--- config.mk ---
export PLATFORM = sky130hd
export DESIGN_NAME = display_host_interface_port
export DESIGN_NICKNAME = d
export VERILOG_FILES = /design/src/host_port_pkg.sv /design/src/ctrl_state_regs.sv /design/src/display_host_interface_port.sv
export VERILOG_INCLUDE_DIRS = /design/src /design/src/src
export SDC_FILE = /design/constraint.sdc
export NUM_CORES = 1
export LEC_CHECK = 0
export BUFFER_PORTS_ARGS = -buffer_cell sky130_fd_sc_hd__buf_2
export CELL_PAD_IN_SITES_DETAIL_PLACEMENT = 1
export CELL_PAD_IN_SITES_GLOBAL_PLACEMENT = 2
export CORE_UTILIZATION = 36
export DETAILED_ROUTE_END_ITERATION = 10
export MAX_ROUTING_LAYER = met4
export PLACE_DENSITY = 0.81
export SLEW_MARGIN = 20
export SYNTH_ARGS = -nofsm -noshare
export SYNTH_HDL_FRONTEND = slang
export SYNTH_HIERARCHICAL = 1
export SYNTH_SLANG_ARGS = --single-unit
--- constraint.sdc ---
create_clock -name core_clk_in -period 2.4 [get_ports core_clk_in]
set_input_delay 0.48 -clock core_clk_in [delete_from_list [all_inputs] [get_ports core_clk_in]]
set_output_delay 0.48 -clock core_clk_in [all_outputs]
set_load 0.02 [all_outputs]
--- src/host_port_params.svh ---
// constants for the display host interface port
// assumes inclusion by the package and the port modules
`ifndef HOST_PORT_PARAMS_SVH
`define HOST_PORT_PARAMS_SVH
`define CONTRAST_RESET    8'h7f
`define ZERO_BYTE         8'h00
`define SER_BIT_COUNT     3'h7
`define I2C_ADDR_DEFAULT  7'h3c
`define MODE_I2C          3'h0
`define MODE_SERIAL       3'h1
`define MODE_PAR_ENABLE   3'h2
`define MODE_PAR_SEPARATE 3'h3
`define PIN_SCLK          0
`define PIN_SERIAL_DATA_IN          1
`define PIN_SDA_OUT       2
`define I2C_DC_BIT        6
`endif

--- src/host_port_pkg.sv ---
// types shared by the host interface port
// assumes the params header is on the include path
`include "host_port_params.svh"
package host_port_pkg;
	typedef enum logic [2:0] {
		link_i2c          = 3'h0,
		link_serial       = 3'h1,
		link_par_enable   = 3'h2,
		link_par_separate = 3'h3
	} link_mode_type;
	typedef enum logic [2:0] {
		i2c_idle = 3'h0,
		i2c_addr = 3'h1,
		i2c_ack  = 3'h2,
		i2c_data = 3'h3,
		i2c_skip = 3'h4
	} i2c_state_type;
endpackage

--- src/ctrl_state_regs.sv ---
// controller state registers set by decoded commands
// assumes one-cycle command strobes from the host port
`timescale 1ns/1ps
`include "host_port_params.svh"
module ctrl_state_regs (
	input  wire logic       core_clk_in,
	input  wire logic       rst_n_in,
	input  wire logic       cmd_valid_in,
	input  wire logic [7:0] cmd_byte_in,
	input  wire logic       data_valid_in,
	input  wire logic [7:0] data_byte_in,
	output logic            display_on_out,
	output logic            cursor_on_out,
	output logic            blink_on_out,
	output logic [7:0]      contrast_out,
	output logic [6:0]      ram_addr_out,
	output logic [7:0]      status_out
);
	typedef struct packed {
		logic       disp;
		logic       cur;
		logic       blk;
		logic       ext;
		logic       tall;
		logic       want_contrast;
		logic [7:0] contrast;
		logic [6:0] addr;
		logic [5:0] cg_addr;
	} st_type;
	st_type st_q;
	st_type st_d;
	// tiny subset: display control, set address, contrast via extended pair
	always_comb begin
		st_d = st_q;
		if (cmd_valid_in) begin
			if (st_q.want_contrast) begin
				st_d.contrast      = cmd_byte_in;
				st_d.want_contrast = 1'b0;
			end else if (cmd_byte_in[7]) begin
				st_d.addr = cmd_byte_in[6:0];
			end else if (cmd_byte_in[7:6] == 2'b01) begin
				st_d.cg_addr = cmd_byte_in[5:0];
			end else if (cmd_byte_in[7:3] == 5'b00001) begin
				st_d.disp = cmd_byte_in[2];
				st_d.cur  = cmd_byte_in[1];
				st_d.blk  = cmd_byte_in[0];
			end else if (cmd_byte_in[7:5] == 3'b001) begin
				st_d.ext  = cmd_byte_in[1];
				st_d.tall = cmd_byte_in[2];
			end else if (cmd_byte_in == 8'h01 && st_q.ext) begin
				st_d.want_contrast = 1'b1; // next command byte is the level
			end
		end
		if (data_valid_in) begin
			st_d.addr = st_q.addr + 7'h01; // data writes advance the counter
		end
	end
	// reset image: display off, 5x8, counters zero, cursor and blink off
	always_ff @(posedge core_clk_in or negedge rst_n_in) begin
		if (!rst_n_in) begin
			st_q <= '{disp: 1'b0, cur: 1'b0, blk: 1'b0, ext: 1'b0, tall: 1'b0,
				want_contrast: 1'b0, contrast: `CONTRAST_RESET,
				addr: 7'h00, cg_addr: 6'h00};
		end else begin
			st_q <= st_d;
		end
	end
	assign display_on_out = st_q.disp;
	assign cursor_on_out  = st_q.cur;
	assign blink_on_out   = st_q.blk;
	assign contrast_out   = st_q.contrast;
	assign ram_addr_out   = st_q.addr;
	assign status_out     = {1'b0, st_q.addr};
	wire unused_ok = ^{data_byte_in, st_q.tall, st_q.cg_addr};
endmodule

--- src/display_host_interface_port.sv ---
// host side port: parallel, serial or i2c onto shared data pins
// assumes all pin inputs synchronous to core_clk_in; mode pins static
`timescale 1ns/1ps
`include "host_port_params.svh"
module display_host_interface_port #(
	parameter logic [6:0] I2C_ADDR = `I2C_ADDR_DEFAULT
) (
	input  wire logic       core_clk_in,
	input  wire logic       rst_n_in,
	input  wire logic [2:0] link_mode_in,
	input  wire logic       chip_sel_n_in,
	input  wire logic       data_cmd_in,
	input  wire logic       strobe_in,
	input  wire logic       dir_in,
	input  wire logic [7:0] host_data_lines_in,
	output logic      [7:0] host_data_lines_out,
	output logic      [7:0] host_data_lines_oe_n_out,
	output logic            cmd_valid_out,
	output logic            data_valid_out,
	output logic      [7:0] byte_out,
	output logic            display_on_out,
	output logic            cursor_on_out,
	output logic            blink_on_out,
	output logic      [7:0] contrast_out,
	output logic      [6:0] ram_addr_out
);
	typedef struct packed {
		logic                       strobe;
		logic                       dir;
		logic                       sclk;
		logic                       sda;
		logic [7:0]                 shift;
		logic [2:0]                 cnt;
		host_port_pkg::i2c_state_type i2c;
		logic                       i2c_dc;
		logic                       i2c_full;
		logic                       i2c_ctl;
		logic                       ack_drive;
		logic                       rd_drive;
		logic [7:0]                 rd_byte;
		logic                       cmd_v;
		logic                       dat_v;
		logic [7:0]                 byte_q;
	} st_type;
	st_type st_q;
	st_type st_d;
	logic [7:0] status_w;
	logic       sclk_w;
	logic       sda_w;
	logic       sclk_rise;
	logic       sclk_fall;
	logic       is_sep;
	logic       is_par;
	logic       rd_on;
	logic       wr_ev;

	// one more bit into the shift register, msb first on every serial link
	function automatic logic [7:0] shift_in(input logic [7:0] cur, input logic bit_in);
		return {cur[6:0], bit_in};
	endfunction

	// i2c data arrives on pin one; pin two is tied to it outside
	assign sclk_w    = host_data_lines_in[`PIN_SCLK];
	assign sda_w     = host_data_lines_in[`PIN_SERIAL_DATA_IN];
	assign sclk_rise = sclk_w && !st_q.sclk;
	assign sclk_fall = !sclk_w && st_q.sclk;
	assign is_sep    = link_mode_in == `MODE_PAR_SEPARATE;
	assign is_par    = is_sep || link_mode_in == `MODE_PAR_ENABLE;
	// read window: enable style needs strobe high with dir high, separate needs strobe low
	assign rd_on = is_par && !chip_sel_n_in &&
		(is_sep ? !strobe_in : (strobe_in && dir_in));
	// write events: falling strobe in enable style, falling write strobe in separate
	assign wr_ev = is_par && !chip_sel_n_in &&
		(is_sep ? (!dir_in && st_q.dir)
			: (!strobe_in && st_q.strobe && !dir_in));
	////////////////////////////////////////////////////////////////////////
	// i2c frame as the port sees it:
	//   start, then the address byte with its write bit, acked by pulling pin two low
	//   the first byte after the address is a control byte, never handed on
	//   its bit six picks data or command for every later byte of the frame
	//   a foreign address leaves the port silent until the next start
	// limitation: the continuation bit is ignored, so one frame carries one kind
	// a byte is only complete after eight rises; a 3-bit count alone cannot
	// tell "no bits yet" from "eight bits", hence the separate full flag

	// next state for every link
	always_comb begin
		st_d          = st_q;
		st_d.strobe   = strobe_in;
		st_d.dir      = dir_in;
		st_d.sclk     = sclk_w;
		st_d.sda      = sda_w;
		st_d.cmd_v    = 1'b0;
		st_d.dat_v    = 1'b0;
		st_d.rd_drive = rd_on;
		if (rd_on && !st_q.rd_drive) begin
			st_d.rd_byte = status_w; // captured at start so it stands stable
		end
		case (link_mode_in)
			// parallel styles: one byte per strobe edge, read data from the latch
			`MODE_PAR_ENABLE, `MODE_PAR_SEPARATE: begin
				if (wr_ev) begin
					st_d.byte_q = host_data_lines_in;
					st_d.dat_v  = data_cmd_in;
					st_d.cmd_v  = !data_cmd_in;
				end
			end
			// clocked serial: eight rises make a byte, deselect drops a partial one
			`MODE_SERIAL: begin
				if (chip_sel_n_in) begin
					st_d.cnt = 3'h0; // deselect realigns the byte
				end else if (sclk_rise) begin
					st_d.shift = shift_in(st_q.shift, sda_w);
					st_d.cnt   = st_q.cnt + 3'h1;
					if (st_q.cnt == `SER_BIT_COUNT) begin
						st_d.byte_q = shift_in(st_q.shift, sda_w);
						st_d.dat_v  = data_cmd_in;
						st_d.cmd_v  = !data_cmd_in;
					end
				end
			end
			// i2c: start and stop seen while the clock is high, bits on rises
			`MODE_I2C: begin
				if (st_q.sclk && sclk_w && st_q.sda && !sda_w) begin
					st_d.i2c      = host_port_pkg::i2c_addr; // start
					st_d.cnt      = 3'h0;
					st_d.i2c_full = 1'b0;
					st_d.i2c_ctl  = 1'b0; // a control byte leads every frame
				end else if (st_q.sclk && sclk_w && !st_q.sda && sda_w) begin
					st_d.i2c       = host_port_pkg::i2c_idle; // stop
					st_d.ack_drive = 1'b0;
				end else if (sclk_rise && st_q.i2c != host_port_pkg::i2c_idle) begin
					st_d.shift = shift_in(st_q.shift, sda_w);
					st_d.cnt   = st_q.cnt + 3'h1;
					if (st_q.cnt == `SER_BIT_COUNT) begin
						st_d.i2c_full = 1'b1; // eighth bit in, acted on at the next fall
					end
				end else if (sclk_fall) begin
					st_d.ack_drive = 1'b0;
					if (st_q.i2c_full && st_q.i2c == host_port_pkg::i2c_addr) begin
						st_d.i2c_full = 1'b0;
						if (st_q.shift[7:1] == I2C_ADDR && !st_q.shift[0]) begin
							st_d.ack_drive = 1'b1;
							st_d.i2c       = host_port_pkg::i2c_ack;
						end else begin
							st_d.i2c = host_port_pkg::i2c_skip;
						end
					end else if (st_q.i2c == host_port_pkg::i2c_ack) begin
						st_d.i2c = host_port_pkg::i2c_data;
						st_d.cnt = 3'h0;
					end else if (st_q.i2c_full && st_q.i2c == host_port_pkg::i2c_data) begin
						st_d.i2c_full  = 1'b0;
						st_d.ack_drive = 1'b1;
						st_d.i2c       = host_port_pkg::i2c_ack;
						if (st_q.i2c_ctl) begin
							st_d.byte_q = st_q.shift;
							st_d.dat_v  = st_q.i2c_dc;
							st_d.cmd_v  = !st_q.i2c_dc;
						end else begin
							// control byte: remembered, not passed on
							st_d.i2c_dc  = st_q.shift[`I2C_DC_BIT];
							st_d.i2c_ctl = 1'b1;
						end
					end
				end
			end
			default: begin
				st_d.i2c = host_port_pkg::i2c_idle;
			end
		endcase
	end
	// reset clears all transfer state
	always_ff @(posedge core_clk_in or negedge rst_n_in) begin
		if (!rst_n_in) begin
			st_q <= '0;
		end else begin
			st_q <= st_d;
		end
	end
	////////////////////////////////////////////////////////////////////////
	// pin drive: oe low means driving; i2c ack pulls pin two low
	always_comb begin
		host_data_lines_out      = st_q.rd_byte;
		host_data_lines_oe_n_out = {8{!st_q.rd_drive}};
		if (link_mode_in == `MODE_I2C) begin
			host_data_lines_out = `ZERO_BYTE;
			host_data_lines_oe_n_out = 8'hff;
			host_data_lines_oe_n_out[`PIN_SDA_OUT] = !st_q.ack_drive;
		end
	end
	assign cmd_valid_out  = st_q.cmd_v;
	assign data_valid_out = st_q.dat_v;
	assign byte_out       = st_q.byte_q;

	////////////////////////////////////////////////////////////////////////
	// reserved i2c address ranges would clash with general call and long addressing
	if (I2C_ADDR[6:3] == 4'h0 || I2C_ADDR[6:3] == 4'hf) begin : g_addr_check
		$error("port address parameter lies in a reserved range");
	end

	// controller state behind the port; it also supplies the read-back byte
	ctrl_state_regs u_regs (
		.core_clk_in    (core_clk_in),
		.rst_n_in       (rst_n_in),
		.cmd_valid_in   (st_q.cmd_v),
		.cmd_byte_in    (st_q.byte_q),
		.data_valid_in  (st_q.dat_v),
		.data_byte_in   (st_q.byte_q),
		.display_on_out (display_on_out),
		.cursor_on_out  (cursor_on_out),
		.blink_on_out   (blink_on_out),
		.contrast_out   (contrast_out),
		.ram_addr_out   (ram_addr_out),
		.status_out     (status_w)
	);
endmodule

==> results of run 1 <==
[cell usage in the layout, fill, tap and decap left out, drive strengths merged, types with 4 or more instances in the layout]
master / count
mux2i: 6
clkbuf: 13
dfstp: 7
and2: 9
inv: 13
o21ai: 17
nand4: 5
dfrtp: 54
a211oi: 4
nor3: 5
a222oi: 6
a21oi: 7
buf: 68
mux2: 30
nand2: 14
nand3: 6
o211ai: 7
nor2: 6
nand2b: 5
[flip-flops by register name, indices dropped and copies added, names as in the netlist]
register,cells
u_regs/blink_on_out,1
cmd_valid_out,1
byte_out,8
u_regs/contrast_out,8
u_regs/st_q,2
st_q,31
u_regs/cursor_on_out,1
data_valid_out,1
u_regs/ram_addr_out,7
u_regs/display_on_out,1
[Yosys cell counts (all sizes together), types with 3 or more instances]
library cell | number | area, um^2
dfrtp | 54 | 1350
buf | 45 | 323
mux2 | 30 | 349
o21ai | 17 | 85.1
nand2 | 14 | 52.6
inv | 13 | 48.8
and2 | 9 | 56.3
a21oi | 7 | 35.0
dfstp | 7 | 184
o211ai | 7 | 52.6
a222oi | 6 | 60.1
mux2i | 6 | 60.1
nand3 | 6 | 30.0
nor2 | 6 | 25.0
nand2b | 5 | 31.3
nand4 | 5 | 46.3
nor3 | 5 | 46.3
a211oi | 4 | 35.0
and3 | 3 | 18.8
ha | 3 | 37.5
nand3b | 3 | 26.3
nor4 | 3 | 25.0
or3b | 3 | 28.8
[worst max-delay path: stages]
cell,delay [ns]
buf_2,0.16
or3_1,0.43
nand2_1,0.20
a21boi_1,0.17
buf_2,0.17
[cell families (layout without fill, tap and decap cells)]
group	Yosys count	in the layout	synth area share [%]
AND/OR/NAND/NOR	75	75	15.0
flip-flops	61	61	47.0
buffers and inverters	59	97	11.5
AO/OA/AOI/OAI	56	56	12.0
multiplexers	36	36	12.5
adder cells (fa/ha/maj)	3	3	1.15
XOR/XNOR	3	3	0.804
other	1	1	0.115
[power groups by stage]
stage          clock (uW)  sequential (uW)  combinational (uW)
2_1_floorplan           0             1300                 559
3_3_place_gp            0             1370                 583
3_5_place_dp            0             1390                 600
4_1_cts               892             1370                 603
5_1_grt               934             1390                 652
6_report              864             1360                 595
[area by class of cell]
class	instances	share of cell area (%)
Sequential cell	61	42.3
Multi-Input combinational cell	174	37.5
Timing Repair Buffer	68	9.93
Clock buffer	13	4.66
Tap cell	108	3.73
Inverter	13	1.35
Clock inverter	3	0.552
[layer usage]
metal	wire, um	share of wire [%]	vias to the layer above	track usage (%)
li1	-	-	1096	-
met1	3600	47	1232	23.6
met2	3730	49	51	26.9
met3	266	3.5	7	3.17
met4	85	1.1	0	6.79
met5	0	0	-	-
[stage by stage]
stage | cells | instance area [um^2]
final | 440 | 3630
after global placement | 424 | 3440
after detailed placement | 424 | 3440
after global routing | 440 | 3630
after floorplan | 294 | 3270
after CTS | 440 | 3630
[worst paths after layout]
check	from	to	slack (ns)	cells after the start
worst max-delay path	link_mode_in[0]	host_data_lines_oe_n_out[2]	0.30	5
worst min-delay path	rst_n_in	u_regs/st_q[23]	0.25	1
worst max register to register	st_q[26]	byte_out[7]	0.46	5
worst min register to register	u_regs/st_q[23]	u_regs/st_q[23]	0.50	1
max in group asynchronous	rst_n_in	st_q[21]	1.48	2
min in group core_clk_in	strobe_in	st_q[40]	0.31	1
==> impl_metrics.yaml, run 1 <==
routing:
  drtPass1Iterations: 4
  drtIter0Drc: 106
  via_per_inst: 5.42
  wl_per_cell_um: 17.5
  ant_nets: 0
  route.vias.total: 2386
  wl_mm: 7.69
  drc: 0
final_layout:
  ff_latch_area_um2: 1540
  nFillCells: 985
  multi_input_area_um2: 1360
  num-nets-final: 347
  area_growth_syn_to_layout_pct: 10.9
  antennaDiodeCount: 0
  final_layout_size_suffix_gt1_share_pct: 38.9
  final_util_pct: 41.4
synth:
  yosysWarnings: 6
  yosysUniqueCellTypes: 59
  ys_seq_elements: 61
  ys.flop_type: "dfrtp_1"
  synth_fp_nets: 314
  syn_area_per_cell_um2: 11.1
  mappedNetlistArea_um2: 3270
  synth_edf_count: 0
  ys_seq_area_share_pct: 47.0
  syn_inst: 294
  async_reset_ff_share_pct: 100
power:
  p_leak_uw: 0.00170
  power.density_nw_per_um2: 777
  p_switching_uw: 948
  sw_frac_of_total_pct: 33.7
  ir_drop_mv: 0.218
  power_uw: 2820
  internal-power_uw: 1870
  seqPwrFrac_pct: 48.2
  p_clk_share_pct: 30.7
  power_frac_comb_pct: 21.1
critical_path:
  crit_arrival_ns: 1.62
  cp-end-kind: "output pin"
  start_kind: "primary input"
  criticalPathCategory: "primary input to output pin"
  crit_fanout: 11
  required_ns: 1.92
timing:
  finalSetupViolCount: 0
  slew_violations: 0
  tightest_slew_ns: 0.839
  rsz0062_at_grt: "false"
  totalNegativeSetupSlack_ns: 0
  fin_hold_ws_ns: 0.252
  finClkSkew_ns: 0.00400
  timing.final.crit_share_pct: 87.5
  relSlewSlack_pct: 44.1
  setup_ws_ns: 0.301
  period_minus_slack_ns: 2.10
  hold_viol: 0
  fmax_mhz: 476
grt:
  first_global_vias: 2411
  antenna_found_initial: 0
  grt_max_degree: 38
  overflow: 0
  track_usage_pct: 17.7
  grt_pass1_wl_mm: 12.8
clocking:
  cts_tree: "built"
  cts.sink_count: 61
  cts.htree.levels: 3
  cts_buffer_depth: 2
  holdBufCountCts: 0
  clock_latency_ns: 0.33
  postCtsSetupRepairBufs: 0
  cts-root-buf: "clkbuf_8"
  path_clk_slew_ns: 0.07
  cts_made_buffers: 9
  ctsResizeCount: 0
die:
  fp.coreArea_um2: 8760
  ios: 61
  core.rowCount: 34
  die_w_um: 97.3
  dieHeight_um: 97.3
  design.die.area_um2: 9470
  start_util_pct: 37.3
placement:
  dp.final_hpwl_mm: 5.58
  dpl_worst_slack_ns: 0.288
  numPortBuffers: 60
  place.gp.congestion: 0.753
flow_run:
  drv_cap: 0
status:
  outcome: "completed"
min_path:
  hold_class: "primary input to async pin"
No activity file was read; power rests on OpenSTA's default activity.
==> run 2: changes to the inputs <==
--- a/config.mk
+++ b/config.mk
@@ -9,6 +9,7 @@
 export BUFFER_PORTS_ARGS = -buffer_cell sky130_fd_sc_hd__buf_2
 export CELL_PAD_IN_SITES_DETAIL_PLACEMENT = 1
 export CELL_PAD_IN_SITES_GLOBAL_PLACEMENT = 2
+export CORE_MARGIN = 2
 export CORE_UTILIZATION = 36
 export DETAILED_ROUTE_END_ITERATION = 10
 export MAX_ROUTING_LAYER = met4
==> run 2 against run 1 <==
  * Combinational power about the same
  * Global-route usage decreased by 0.69 points
  * Worst setup slack got worse by 0.00096 ns
  * First-iteration DRC count increased by 27%
  * Wire length decreased by 0.83%
  * Total power increased by 3.9%
  * Highest routed layer unchanged
==> impl_metrics.yaml, run 2 (same netlist as run 1, synthesis figures left out) <==
timing:
  finalSetupViolCount: 0
  finClkSkew_ns: 0.00675
  rsz0062_at_grt: "false"
  relSlewSlack_pct: 65.6
  period_minus_slack_ns: 2.10
  tightest_slew_ns: 0.515
  hold_viol: 0
  totalNegativeSetupSlack_ns: 0
  slew_violations: 0
  timing.final.crit_share_pct: 87.5
  fin_hold_ws_ns: 0.0936
  fmax_mhz: 476
critical_path:
  ff2ff_setup_slack_ns: 0.47
  criticalPathCategory: "primary input to output pin"
  start_kind: "primary input"
  cp-end-kind: "output pin"
  required_ns: 1.92
  crit_arrival_ns: 1.62
  crit_fanout: 11
routing:
  drtIter0Drc: 135
  drtPass1Iterations: 4
  drc: 0
  route.vias.total: 2343
  via_per_inst: 5.35
  ant_nets: 0
  wl_mm: 7.62
  wl_per_cell_um: 17.4
die:
  core.rowCount: 34
  design.die.area_um2: 9860
  dieHeight_um: 99.3
  fp.coreArea_um2: 8760
  ios: 61
  start_util_pct: 37.3
  die_w_um: 99.3
final_layout:
  final_util_pct: 41.6
  nFillCells: 983
  num-nets-final: 345
  antennaDiodeCount: 0
  layout_common_cells: "buf_2 (60), dfrtp_1 (54), mux2_2 (25)"
  largest-register: "st_q"
  area_growth_syn_to_layout_pct: 11.4
  final_layout_size_suffix_gt1_share_pct: 37.9
  largest_register_ffs: 31
  layout.cells.non_filler: 438
  layout_commonest_cell: "buf_2"
grt:
  grt_max_degree: 44
  overflow: 0
  first_global_vias: 2471
  grt_pass1_wl_mm: 12.9
  track_usage_pct: 17.0
  antenna_found_initial: 0
placement:
  dp.final_hpwl_mm: 5.53
  place.gp.congestion: 0.823
  dp_cells: 422
  numPortBuffers: 60
clocking:
  cts-root-buf: "clkbuf_8"
  cts_made_buffers: 9
  cts.sink_count: 61
  path_clk_slew_ns: 0.07
  holdBufCountCts: 0
  cts_tree: "built"
  clock_latency_ns: 0.34
  cts.htree.levels: 3
  ctsResizeCount: 0
  postCtsSetupRepairBufs: 0
  cts_buffer_depth: 2
power:
  p_leak_uw: 0.00170
  ir_drop_mv: 0.256
  power.density_nw_per_um2: 803
status:
  outcome: "completed"
flow_run:
  drv_cap: 0
min_path:
  hold_class: "primary input to async pin"
## run 2: cell count changes in the layout (fill, tap and decap cells not counted), sizes merged
cell,delta
bufinv,+2
clkbuf,-1
buf,-2
clkinvlp,-1
## run 2: worst max-delay path, stage by stage
cell,delay (ns)
buf_2,0.16
or3_1,0.43
nand2_1,0.19
a21boi_1,0.17
buf_2,0.18
## run 2: area by class of cell
cell class              count  area [um^2]  area share, %
clock buffers              12          135           3.71
clock inverters             4         72.6           1.99
inverters                  13         48.8           1.34
multi-input cells         174         1360           37.3
flip-flops and latches     61         1540           42.1
well taps                 108          135           3.71
repair buffers             66          358           9.82
## run 2: metal layers
layer | part of all wire, % | vias to the layer above | track usage (%) | wire [um]
met5 | 0 | - | - | 0
met1 | 48 | 1201 | 23.0 | 3630
met2 | 48 | 42 | 25.6 | 3650
met3 | 3.1 | 9 | 3.65 | 233
met4 | 1.4 | 0 | 5.37 | 106
li1 | - | 1091 | - | -
## run 2: per-stage QoR
stage                     worst slack (ns)  instance area [um^2]  total power, uW
after floorplan                      0.107                  3270             1860
after global placement               0.320                  3440             1960
after detailed placement             0.284                  3440             1980
after CTS                            0.274                  3640             2960
after global routing                 0.190                  3640             3100
final                                0.300                  3640             2930
## run 2: power by group
part,switching [uW],internal (uW),total (uW),leakage (uW)
sequential,193,1170,1360,0.000780
combinational,348,246,594,0.000824
clock,390,584,975,0.000101
total,931,2000,2930,0.00170
## run 2: path summary, 6_finish.rpt
kind	endpoint	start	cells past startpoint
hold / removal	u_regs/contrast_out[7]	rst_n_in	1
hold reg to reg	st_q[10]	st_q[10]	1
setup / recovery	host_data_lines_oe_n_out[2]	link_mode_in[0]	5
max in group asynchronous	st_q[10]	rst_n_in	2
setup reg to reg	byte_out[3]	st_q[26]	5
min in group core_clk_in	st_q[39]	dir_in	1
==> run 3: changes to the inputs <==
--- a/config.mk
+++ b/config.mk
@@ -10,10 +10,10 @@
 export CELL_PAD_IN_SITES_DETAIL_PLACEMENT = 1
 export CELL_PAD_IN_SITES_GLOBAL_PLACEMENT = 2
 export CORE_MARGIN = 2
-export CORE_UTILIZATION = 36
+export CORE_UTILIZATION = 39
 export DETAILED_ROUTE_END_ITERATION = 10
 export MAX_ROUTING_LAYER = met4
-export PLACE_DENSITY = 0.81
+export PLACE_DENSITY = 0.86
 export SLEW_MARGIN = 20
 export SYNTH_ARGS = -nofsm -noshare
 export SYNTH_HDL_FRONTEND = slang
==> constraint.sdc (replaced) <==
create_clock -name core_clk_in -period 2.7 [get_ports core_clk_in]
set_input_delay 0.54 -clock core_clk_in [delete_from_list [all_inputs] [get_ports core_clk_in]]
set_output_delay 0.54 -clock core_clk_in [all_outputs]
set_load 0.02 [all_outputs]
==> run 3 against run 2 <==
  * Clock skew rose by 0.0014 ns
  * Flip-flop and latch count unchanged
  * First-iteration DRC count fell by 16%
  * Final cell count fell by 0.91%
  * Wire length increased by 0.43%
  * Final area decreased by 0.62%
  * Count of clock-buffer cells in the layout up 3
  * Die area fell by 7.4%
  * Total power down 13%
  * Combinational power shrank 12%
  * Largest cell class unchanged
  * Highest routed layer unchanged
==> impl_metrics.yaml, run 3 (same netlist as run 1, synthesis figures left out) <==
die:
  dieHeight_um: 95.6
  core.rowCount: 33
  start_util_pct: 40.0
  design.die.area_um2: 9130
  die_w_um: 95.6
  ios: 61
  fp.coreArea_um2: 8180
power:
  p_clk_share_pct: 32.1
  p_leak_uw: 0.00170
  power_frac_comb_pct: 20.6
  seqPwrFrac_pct: 47.3
  power_uw: 2550
  ir_drop_mv: 0.258
  sw_frac_of_total_pct: 32.1
  p_switching_uw: 818
  power.density_nw_per_um2: 705
  internal-power_uw: 1730
routing:
  drtIter0Drc: 114
  wl_per_cell_um: 17.6
  via_per_inst: 5.42
  drtPass1Iterations: 5
  highest_layer: "met4"
  ant_nets: 0
  route.vias.total: 2352
  wl_mm: 7.66
  routed-wl-met3_um: 281
  wl_met1_mm: 3.46
  wl_met2_mm: 3.81
  drc: 0
critical_path:
  required_ns: 2.16
  crit_arrival_ns: 1.81
  start_kind: "primary input"
  cp_num_buf_inv: 2
  critPathTopFamily: "simple AND/OR/NAND/NOR gates"
  criticalPathCategory: "primary input to output pin"
  crit_path_frequent_cell: "buf_2"
  path_cells: "buf_2 -> or3_1 -> nand2_1 -> a21boi_0 -> buf_2"
  slowest_delay_ns: 0.49
  crit_slowest_cell: "or3_1"
  cp-end-kind: "output pin"
  crit_fanout: 11
final_layout:
  area_growth_syn_to_layout_pct: 10.8
  largest_register_ffs: 31
  num-nets-final: 344
  layout_commonest_cell: "buf_2"
  antennaDiodeCount: 0
  final_layout_size_suffix_gt1_share_pct: 37.4
  layout_common_cells: "buf_2 (60), dfrtp_1 (54), mux2_2 (25)"
  largest-register: "st_q"
  nFillCells: 929
grt:
  first_global_vias: 2398
  track_usage_pct: 19.0
  antenna_found_initial: 0
  grt_pass1_wl_mm: 12.8
  overflow: 0
  grt_max_degree: 38
timing:
  totalNegativeSetupSlack_ns: 0
  finalSetupViolCount: 0
  slew_violations: 0
  hold_viol: 0
  fin_hold_ws_ns: 0.218
  period_minus_slack_ns: 2.35
  tightest_slew_ns: 0.612
  timing.final.crit_share_pct: 87.0
  fmax_mhz: 426
  rsz0062_at_grt: "false"
  relSlewSlack_pct: 59.2
  setup_ws_ns: 0.351
  finClkSkew_ns: 0.00816
flow_run:
  drv_cap: 0
clocking:
  cts_tree: "built"
  path_clk_slew_ns: 0.07
  clock_latency_ns: 0.33
  cts_made_buffers: 9
  cts.sink_count: 61
  holdBufCountCts: 0
  ctsResizeCount: 0
  postCtsSetupRepairBufs: 0
  cts.htree.levels: 3
  cts_buffer_depth: 2
  cts-root-buf: "clkbuf_8"
min_path:
  hold_class: "primary input to async pin"
placement:
  dpl_worst_slack_ns: 0.341
  place.gp.congestion: 0.857
  dp.final_hpwl_mm: 5.50
  numPortBuffers: 60
status:
  outcome: "completed"
[run 3: cell types whose count changed in the layout (fill, tap and decap cells not counted)]
cell / previous run / this run
a21boi_0: 0 / 1
bufinv_16: 2 / 1
clkbuf_8: 9 / 11
clkinv_2: 1 / 0
a21boi_1: 1 / 0
clkbuf_1: 3 / 4
buf_4: 5 / 4
clkinvlp_4: 1 / 0
[run 3: final cells by class]
cell class              count  area, um^2  area share [%]
clock buffers              15         166            4.60
well taps                 105         131            3.63
inverters                  13        48.8            1.35
multi-input cells         174        1360            37.5
repair buffers             65         350            9.68
flip-flops and latches     61        1540            42.4
clock inverters             1        30.0           0.829
[run 3: power by group through the flow]
stage | sequential (uW) | combinational, uW | clock, uW
6_report | 1210 | 525 | 820
5_1_grt | 1230 | 586 | 887
4_1_cts | 1210 | 535 | 840
3_5_place_dp | 1230 | 534 | 0
3_3_place_gp | 1220 | 517 | 0
2_1_floorplan | 1160 | 497 | 0
[run 3: metrics by stage]
step | utilization [%] | instances | cell area, um^2
global placement | 41.9 | 418 | 3420
detailed placement | 41.9 | 418 | 3420
global route | 44.3 | 434 | 3620
floorplan | - | 294 | 3270
finish | 44.3 | 434 | 3620
CTS | 44.3 | 434 | 3620
[run 3: routing by layer]
layer / vias up / global-route usage [%]
met4: 0 / 7.50
met5: - / -
met1: 1213 / 25.1
met3: 8 / 2.85
met2: 45 / 29.5
li1: 1086 / -
[run 3: final timing paths]
check | start | to | slack [ns] | depth (start not counted)
min in group core_clk_in | strobe_in | st_q[40] | 0.35 | 1
max in group asynchronous | rst_n_in | st_q[20] | 1.87 | 2
max reg2reg | st_q[26] | byte_out[3] | 0.67 | 5
min reg2reg | st_q[22] | cmd_valid_out | 0.47 | 1
min | rst_n_in | u_regs/cursor_on_out | 0.22 | 1
max | link_mode_in[0] | host_data_lines_oe_n_out[2] | 0.35 | 5
